--- config.mk ---
export PLATFORM = sky130hd
export DESIGN_NAME = ccf_filter
export DESIGN_NICKNAME = d
export VERILOG_FILES = /design/src/rtl/ccf_pkg.sv /design/src/rtl/ccf_filter.sv /design/src/rtl/ccf_access_check.sv
export SDC_FILE = /design/constraint.sdc
export NUM_CORES = 1
export LEC_CHECK = 0
export BUFFER_PORTS_ARGS = -buffer_cell sky130_fd_sc_hd__buf_2
export CAP_MARGIN = 30
export CELL_PAD_IN_SITES_DETAIL_PLACEMENT = 0
export CELL_PAD_IN_SITES_GLOBAL_PLACEMENT = 2
export CORE_ASPECT_RATIO = 1.4
export CORE_UTILIZATION = 19
export DETAILED_ROUTE_END_ITERATION = 8
export GPL_TIMING_DRIVEN = 0
export PLACE_DENSITY = 0.92
export REMOVE_ABC_BUFFERS = 1
export SYNTH_ARGS = -nofsm -noshare
export SYNTH_HDL_FRONTEND = slang
export SYNTH_SLANG_ARGS = --single-unit
--- constraint.sdc ---
create_clock -name clk_sys -period 2.3 [get_ports clk_sys]
set_input_delay 0.345 -clock clk_sys [delete_from_list [all_inputs] [get_ports clk_sys]]
set_output_delay 0.345 -clock clk_sys [all_outputs]
set_load 0.02 [all_outputs]
--- src/rtl/ccf_pkg.sv ---
// package: constants for the cycle counter mode filter
package ccf_pkg;
   localparam int CCF_BIT_P = 31;
   localparam int CCF_BIT_U = 30;
   localparam int CCF_BIT_NS_KERNEL = 29;
   localparam int CCF_BIT_NS_USER = 28;
   localparam int CCF_BIT_HYP = 27;
   localparam int CCF_BIT_M = 26;
   localparam int CCF_BIT_SEC_HYP = 24;
   localparam int CCF_BIT_T = 23;
   localparam int CCF_BIT_REALM_KERNEL = 22;
   localparam int CCF_BIT_REALM_USER = 21;
   localparam int CCF_BIT_REALM_HYP = 20;
   localparam logic [31:0] CCF_RESET_VAL = 32'h0000_0000;
   localparam logic [1:0] CCF_OP0 = 2'h3;
   localparam logic [2:0] CCF_OP1 = 3'h3;
   localparam logic [3:0] CCF_CRN = 4'he;
   localparam logic [3:0] CCF_CRM = 4'hf;
   localparam logic [2:0] CCF_OP2 = 3'h7;
   localparam logic [4:0] CCF_SEL_CYCLE = 5'h1f;
   localparam logic [5:0] CCF_EC_SYSREG = 6'h18;
   typedef enum logic [1:0] {CCF_EL0, CCF_EL1, CCF_EL2, CCF_EL3} ccf_el_type;
   typedef enum logic [1:0] {CCF_SEC, CCF_NONSEC, CCF_REALM, CCF_ROOT} ccf_sec_type;
   typedef enum logic [2:0] {CCF_OK, CCF_UNDEF, CCF_TRAP_EL1, CCF_TRAP_EL2,
      CCF_TRAP_EL3} ccf_outcome_type;
endpackage : ccf_pkg

--- src/rtl/ccf_filter.sv ---
// cycle counter filter register, access decode and count qualifier
// Summary of operation
// - 64-bit register, reserved bits read zero
// - low word shared by all views
// - privileged bit set stops secure EL1 counting
// - user bit set stops secure EL0 counting
// - nonsecure EL1 counts when kernel bits match
// - nonsecure EL0 counts when user bits match
// - nonsecure EL2 counts when hypervisor bit set
// - secure EL3 counts when monitor bit matches
// - secure EL2 counts when hypervisor bits differ
// - transactional bit stops non-transactional counting
// - realm EL1 counts when kernel bits match
// - realm EL0 counts when user bits match
// - realm EL2 counts when hypervisor bits differ
// - absent features' fields read as zero
// - window register reaches filter at selector 31
// - decode the filter system-register encoding
// - EL0 without user enable traps
// - fine-grained trap bits trap to EL2
// - EL2 monitor trap bit traps to EL2
// - EL3 monitor trap, or undefined halted
// - EL3 access is never trapped
// - no monitor feature means undefined
`timescale 1ns/10ps
`default_nettype none
module ccf_filter
   import ccf_pkg::*;
#(
   parameter bit HAS_PMU = 1'b1,
   parameter bit HAS_EL2 = 1'b1,
   parameter bit HAS_EL3 = 1'b1,
   parameter bit HAS_SEL2 = 1'b1,
   parameter bit HAS_TME = 1'b1,
   parameter bit HAS_REALM = 1'b1,
   parameter bit EL3_TRAP_PRIO = 1'b1
) (
   // clock and reset
   input wire logic clk_sys,
   input wire logic reset_n,
   // processor state
   input wire logic [1:0] cur_el,
   input wire logic [1:0] cur_sec,
   input wire logic in_transaction,
   input wire logic halted,
   input wire logic el2_enabled,
   input wire logic sel2_enabled,
   // system register access
   input wire logic sys_valid,
   input wire logic sys_write,
   input wire logic [1:0] sys_op0,
   input wire logic [2:0] sys_op1,
   input wire logic [3:0] sys_crn,
   input wire logic [3:0] sys_crm,
   input wire logic [2:0] sys_op2,
   input wire logic sys_window,
   input wire logic [4:0] counter_selector_field,
   input wire logic [63:0] sys_wdata,
   // 32-bit and external debug views
   input wire logic alt_write,
   input wire logic [31:0] alt_wdata,
   // trap controls
   input wire logic user_access_enable_bit,
   input wire logic host_trap_general_bit,
   input wire logic host_el2_bit,
   input wire logic fine_grained_trap_permit,
   input wire logic fine_grained_read_trap,
   input wire logic fine_grained_write_trap,
   input wire logic el2_monitor_trap_bit,
   input wire logic el3_monitor_trap_bit,
   input wire logic secure_debug_disabled,
   // results
   output logic sys_done,
   output logic [63:0] sys_rdata,
   output logic [2:0] sys_outcome,
   output logic [5:0] sys_syndrome_class,
   output logic [31:0] alt_rdata,
   output logic count_enable
);
   logic [31:0] filt_r, filt_nxt;
   logic done_r, done_nxt;
   logic [63:0] rdata_r, rdata_nxt;
   logic [2:0] outc_r, outc_nxt;
   logic [5:0] ec_r, ec_nxt;
   logic cnt_r, cnt_nxt;
   logic hit;
   logic [31:0] impl_mask;
   logic [31:0] view;
   logic ok;
   logic c;
   ccf_outcome_type outcome;

   ccf_access_check u_check (
      .cur_el(cur_el),
      .halted(halted),
      .is_write(sys_write),
      .pmu_present(HAS_PMU),
      .el2_enabled(el2_enabled),
      .el3_present(HAS_EL3),
      .user_access_enable_bit(user_access_enable_bit),
      .host_trap_general_bit(host_trap_general_bit),
      .host_el2_bit(host_el2_bit),
      .fine_grained_trap_permit(fine_grained_trap_permit),
      .fine_grained_read_trap(fine_grained_read_trap),
      .fine_grained_write_trap(fine_grained_write_trap),
      .el2_monitor_trap_bit(el2_monitor_trap_bit),
      .el3_monitor_trap_bit(el3_monitor_trap_bit),
      .secure_debug_disabled(secure_debug_disabled),
      .el3_trap_priority(EL3_TRAP_PRIO),
      .outcome(outcome)
   );

   always_comb begin
      impl_mask = 32'h0;
      impl_mask[CCF_BIT_P] = 1'b1;
      impl_mask[CCF_BIT_U] = 1'b1;
      impl_mask[CCF_BIT_NS_KERNEL] = HAS_EL3;
      impl_mask[CCF_BIT_NS_USER] = HAS_EL3;
      impl_mask[CCF_BIT_HYP] = HAS_EL2;
      impl_mask[CCF_BIT_M] = HAS_EL3;
      impl_mask[CCF_BIT_SEC_HYP] = HAS_SEL2 && HAS_EL3 && sel2_enabled;
      impl_mask[CCF_BIT_T] = HAS_TME;
      impl_mask[CCF_BIT_REALM_KERNEL] = HAS_REALM;
      impl_mask[CCF_BIT_REALM_USER] = HAS_REALM;
      impl_mask[CCF_BIT_REALM_HYP] = HAS_REALM;
      // bits 25 and 19:0 never implemented, upper word absent
      view = filt_r & impl_mask;
      hit = sys_valid && ((sys_op0 == CCF_OP0 && sys_op1 == CCF_OP1 && sys_crn == CCF_CRN
         && sys_crm == CCF_CRM && sys_op2 == CCF_OP2)
         || (sys_window && counter_selector_field == CCF_SEL_CYCLE));
      ok = (outcome == CCF_OK);
      filt_nxt = filt_r;
      if (hit && ok && sys_write) begin
         filt_nxt = sys_wdata[31:0] & impl_mask;
      end else if (alt_write) begin
         filt_nxt = alt_wdata & impl_mask;
      end
      done_nxt = hit;
      rdata_nxt = (hit && ok && !sys_write) ? {32'h0, view} : 64'h0;
      outc_nxt = hit ? outcome : CCF_OK;
      ec_nxt = (hit && (outcome == CCF_TRAP_EL1 || outcome == CCF_TRAP_EL2
         || outcome == CCF_TRAP_EL3)) ? CCF_EC_SYSREG : 6'h0;
   end

   // count qualifier, one term per exception level
   always_comb begin
      c = 1'b0;
      case (cur_el)
         // in nonsecure and realm state the match alone decides, so a set base bit can still count
         2'h0: begin
            c = !view[CCF_BIT_U];
            if (cur_sec == 2'h1 && HAS_EL3) begin
               c = view[CCF_BIT_NS_USER] == view[CCF_BIT_U];
            end else if (cur_sec == 2'h2 && HAS_REALM) begin
               c = view[CCF_BIT_REALM_USER] == view[CCF_BIT_U];
            end
         end
         2'h1: begin
            c = !view[CCF_BIT_P];
            if (cur_sec == 2'h1 && HAS_EL3) begin
               c = view[CCF_BIT_NS_KERNEL] == view[CCF_BIT_P];
            end else if (cur_sec == 2'h2 && HAS_REALM) begin
               c = view[CCF_BIT_REALM_KERNEL] == view[CCF_BIT_P];
            end
         end
         2'h2: begin
            c = HAS_EL2 && view[CCF_BIT_HYP];
            if (cur_sec == 2'h0 && HAS_SEL2 && HAS_EL3) begin
               c = view[CCF_BIT_SEC_HYP] != view[CCF_BIT_HYP];
            end else if (cur_sec == 2'h2 && HAS_REALM) begin
               c = view[CCF_BIT_REALM_HYP] != view[CCF_BIT_HYP];
            end
         end
         default: begin
            c = HAS_EL3 && (view[CCF_BIT_M] == view[CCF_BIT_P]);
         end
      endcase
      // T set suppresses counting outside a transaction
      if (HAS_TME && view[CCF_BIT_T] && !in_transaction) begin
         c = 1'b0;
      end
      cnt_nxt = HAS_PMU && c;
   end

   always_ff @(posedge clk_sys or negedge reset_n) begin
      if (!reset_n) begin
         filt_r <= CCF_RESET_VAL;
         done_r <= 1'b0;
         rdata_r <= 64'h0;
         outc_r <= 3'h0;
         ec_r <= 6'h0;
         cnt_r <= 1'b0;
      end else begin
         filt_r <= filt_nxt;
         done_r <= done_nxt;
         rdata_r <= rdata_nxt;
         outc_r <= outc_nxt;
         ec_r <= ec_nxt;
         cnt_r <= cnt_nxt;
      end
   end

   // debug view read registered, zero in unimplemented fields
   logic [31:0] alt_r;
   always_ff @(posedge clk_sys or negedge reset_n) begin
      if (!reset_n) begin
         alt_r <= 32'h0;
      end else begin
         alt_r <= view;
      end
   end

   assign sys_done = done_r;
   assign sys_rdata = rdata_r;
   assign sys_outcome = outc_r;
   assign sys_syndrome_class = ec_r;
   assign alt_rdata = alt_r;
   assign count_enable = cnt_r;
endmodule : ccf_filter
`default_nettype wire

--- src/rtl/ccf_access_check.sv ---
// access permission check for one system-register access
`timescale 1ns/10ps
`default_nettype none
module ccf_access_check
   import ccf_pkg::*;
(
   // state
   input wire logic [1:0] cur_el,
   input wire logic halted,
   input wire logic is_write,
   input wire logic pmu_present,
   input wire logic el2_enabled,
   input wire logic el3_present,
   // trap controls
   input wire logic user_access_enable_bit,
   input wire logic host_trap_general_bit,
   input wire logic host_el2_bit,
   input wire logic fine_grained_trap_permit,
   input wire logic fine_grained_read_trap,
   input wire logic fine_grained_write_trap,
   input wire logic el2_monitor_trap_bit,
   input wire logic el3_monitor_trap_bit,
   input wire logic secure_debug_disabled,
   input wire logic el3_trap_priority,
   // result
   output var ccf_outcome_type outcome
);
   logic fgt;
   logic mon3;
   always_comb begin
      fgt = el2_enabled && (!el3_present || fine_grained_trap_permit)
         && (is_write ? fine_grained_write_trap : fine_grained_read_trap);
      mon3 = el3_present && el3_monitor_trap_bit;
      outcome = CCF_OK;
      if (!pmu_present) begin
         outcome = CCF_UNDEF;
      end else if (cur_el == 2'h3) begin
         outcome = CCF_OK;
      end else if (halted && secure_debug_disabled && el3_trap_priority && mon3) begin
         outcome = CCF_UNDEF;
      end else if (cur_el == 2'h0 && !user_access_enable_bit) begin
         outcome = (el2_enabled && host_trap_general_bit) ? CCF_TRAP_EL2 : CCF_TRAP_EL1;
      end else if (cur_el != 2'h2 && fgt
            && !(cur_el == 2'h0 && host_el2_bit && host_trap_general_bit)) begin
         outcome = CCF_TRAP_EL2;
      end else if (cur_el != 2'h2 && el2_enabled && el2_monitor_trap_bit) begin
         outcome = CCF_TRAP_EL2;
      end else if (mon3) begin
         outcome = (halted && secure_debug_disabled) ? CCF_UNDEF : CCF_TRAP_EL3;
      end
   end
endmodule : ccf_access_check
`default_nettype wire

==> results.sh <==
export IMPL_fp_dieW_um=95.7
export IMPL_path_clk_slew_ps=60
export IMPL_core_area_um2=11900
export IMPL_yosys_warnings=0
export IMPL_synthTopCellsByArea="dfrtp_1 42%, buf_4 25%, mux2_4 5.8%, mux2_2 5.3%, nor4b_1 4.1%"
export IMPL_grt_use_total=0.0981
export IMPL_multiInputGateArea_um2=1020
export IMPL_clock_latency_ps=280
export IMPL_wl_met3_um=555
export IMPL_hold_viol_final=0
export IMPL_clock_fmax_mhz=482
export IMPL_row_count=47
export IMPL_via_per_inst=3.71
export IMPL_max_stage_delay_ps=400
export IMPL_firstDrtPassIters=4
export IMPL_yosysSeqAreaShare=0.418
export IMPL_syn_avg_cell_area_um2=11.0
export IMPL_wl_met2_um=3230
export IMPL_period_share=0.902
export IMPL_synth_seq_cells=39
export IMPL_vias=1699
export IMPL_cts_sinks=39
export IMPL_power_internal_mw=1.37
export IMPL_end_kind="flop"
export IMPL_routed_wl_um=6130
export IMPL_synth_common_cells="79 x buf_4, 39 x dfrtp_1, 11 x mux2_2, 11 x nor4b_1, 9 x mux2_4"
export IMPL_place_congestion=0.817
export IMPL_postLayoutCellArea_um2=2860
export IMPL_ant_nets=0
export IMPL_htreeDepth=2
export IMPL_worstMarginPinSlew_ps=921
export IMPL_antenna_found_initial=2
export IMPL_start_util=0.196
export IMPL_utilization=0.241
export IMPL_die_h_um=133
export IMPL_die_area_um2=12700
export IMPL_clock_skew_ps=7.44
export IMPL_hold_class="input pin to asynchronous set/reset pin"
export IMPL_status="complete, no violations"
export IMPL_area_growth_pct=22.6
export IMPL_syn_area_um2=2330
export IMPL_yosys_area_top_type="dfrtp_1"
export IMPL_synth_ff_type="dfrtp_1"
export IMPL_setup_viol_count_final=0
export IMPL_dp_hpwl_um=4850
export IMPL_relSlewSlack=0.386
export IMPL_avgRoutedWirePerCell_um=13.4
export IMPL_path_buf_inv=2
export IMPL_swShare=0.288
export IMPL_power_static_leakage_nw=1.49
export IMPL_grt_pass1_vias=1649
export IMPL_portBuffers=94
export IMPL_p_per_area_nw_per_um2=671
export IMPL_wl_met1_um=2300
export IMPL_grt_pass1_wl_um=9090
export IMPL_p_clk_frac=0.411
export IMPL_cp_top_family="simple AND/OR/NAND/NOR gates"
export IMPL_drc=0
export IMPL_ff_latch_area_um2=976
export IMPL_synth_top_area_frac=0.418
export IMPL_synth_cell_types=37
export IMPL_crit_fanout=17
export IMPL_required_ps=2470
export IMPL_io_pins=247
export IMPL_fillerInstances=1296
export IMPL_switchingPower_mw=0.553
export IMPL_synth_edf_count=0
export IMPL_worstSetupPathType="input pin to flop"
export IMPL_crit_chain="buf_2 > nand4b_1 > nor4_1 > o21ai_2 > nor3b_4 > buf_6 > mux2_2"
export IMPL_cts_made_buffers=5
export IMPL_drv_cap=0
export IMPL_peakVddDrop_mv=0.295
export IMPL_clockBufferDepth=2
export IMPL_final_max_slew_viol_count=0
export IMPL_yosysMostFrequentCell="buf_4"
export IMPL_cts_tree="built"
export IMPL_power_frac_comb=0.196
export IMPL_detail_route_iter0_violations=48
export IMPL_synthesis_instances=212
export IMPL_synthArstFlopShare=1.00
export IMPL_overflow=0
export IMPL_worstPathArrival_ps=2240
export IMPL_place_area_um2=2670
export IMPL_p_seq_frac=0.393
export IMPL_routed_top_layer="met4"
export IMPL_critPathSlowestCell="nor4_1"
export IMPL_final_nets=449
export IMPL_grt_max_degree=40
export IMPL_period_minus_slack_ps=2070
export IMPL_cp_start_kind="input pin"
export IMPL_rsz0062_at_grt="false"
export IMPL_drive_gt1_frac=0.419
export IMPL_root_buffer="clkbuf_16"
[area by class of cell]
type,instances,area share
clock inverters,3,0.0153
diodes,1,0.000875
well taps,147,0.0643
inverters,3,0.00394
clock buffers,5,0.0437
flip-flops and latches,39,0.341
repair buffers,97,0.174
multi-input cells,163,0.357
[state kept, by name (all words and copies together), names as in the netlist]
name and count:
alt_rdata 11, filt_r 11, sys_rdata 11, sys_outcome 3, count_enable 1, sys_done 1
sys_syndrome_class 1
[power by group through the flow]
stage / Sequential, mW / Combinational (mW) / Clock [mW]
6_report: 0.756 / 0.376 / 0.789
5_1_grt: 0.763 / 0.410 / 0.846
4_1_cts: 0.757 / 0.378 / 0.806
3_5_place_dp: 0.769 / 0.377 / 0
3_3_place_gp: 0.767 / 0.370 / 0
2_1_floorplan: 0.790 / 0.212 / 0
[final timing paths]
check | endpoint | cells past startpoint | slack [ps] | startpoint
setup / recovery | filt_r[31]$_DFFE_PN0P_ | 7 | 230 | sys_op1[2]
hold / removal | filt_r[22]$_DFFE_PN0P_ | 1 | 210 | reset_n
setup reg to reg | count_enable$_DFF_PN0_ | 5 | 940 | filt_r[24]$_DFFE_PN0P_
hold reg to reg | alt_rdata[23]$_DFF_PN0_ | 0 | 430 | filt_r[23]$_DFFE_PN0P_
max in group asynchronous | sys_rdata[23]$_DFF_PN0_ | 1 | 1520 | reset_n
min in group clk_sys | filt_r[20]$_DFFE_PN0P_ | 2 | 290 | sys_wdata[20]
[metrics by stage]
step | power [mW] | setup TNS [ps] | worst slack (ps) | std cells | hold slack (ps)
6_report | 1.92 | 0 | 226 | 458 | 205
5_1_grt | 2.02 | 0 | 55.9 | 457 | 281
4_1_cts | 1.94 | 0 | 5.57 | 455 | 225
3_5_place_dp | 1.15 | -3100 | -403 | 447 | 416
3_3_place_gp | 1.14 | -8130 | -820 | 446 | 409
2_1_floorplan | 1.00 | -16.7 | -16.7 | 205 | 49.4
[logic make-up (layout without fill, tap and decap cells)]
family          after synthesis  after routing  share of synthesized area
buf+inv                      87            108                      0.270
simple gates                 41             41                      0.113
flops                        39             39                      0.418
mux                          22             22                      0.120
compound gates               19             19                     0.0665
xor+xnor                      3              3                     0.0113
other cells                   1             79                    0.00161
[cell usage in the layout, fill, tap and decap left out, types with 2 or more instances in the layout]
cell type  netlist  routed
nand4b_1         2       2
a31oi_1          2       2
nor2_1           5       5
o21ai_0          3       3
nand3_1          3       3
conb_1           1      78
nor2b_1          3       3
mux2_2          11      11
clkbuf_16        0       5
buf_4           79       2
a21oi_1          2       2
a22oi_1          2       2
nand4_1          4       4
inv_1            3       3
mux2_4           9       9
buf_2            0      94
dfrtp_1         39      39
xnor2_1          2       2
nor4b_1         11      11
nand2_1          8       8
mux2i_1          2       2
[repair_timing]
item | in CTS | in global routing
pin swaps | 0 | 1
setup endpoints to repair | 7 | 7
gates resized for setup | 1 | 0
gates cloned | 0 | 0
hold buffers | 0 | 0
setup buffers | 0 | 2
[worst register-to-register path: stages, from the launching register on]
cell and delay [ps]:
dfrtp_1 360, nand3b_1 90, a21oi_1 240, xnor2_1 130, a22o_1 210, a221oi_1 220
[per-layer routing]
metal / vias to the layer above / track usage
met2: 128 / 0.179
li1: 768 / -
met1: 799 / 0.112
met4: 0 / 0.0224
met3: 4 / 0.0257
met5: - / 0
(Power assumes the default switching activity.)
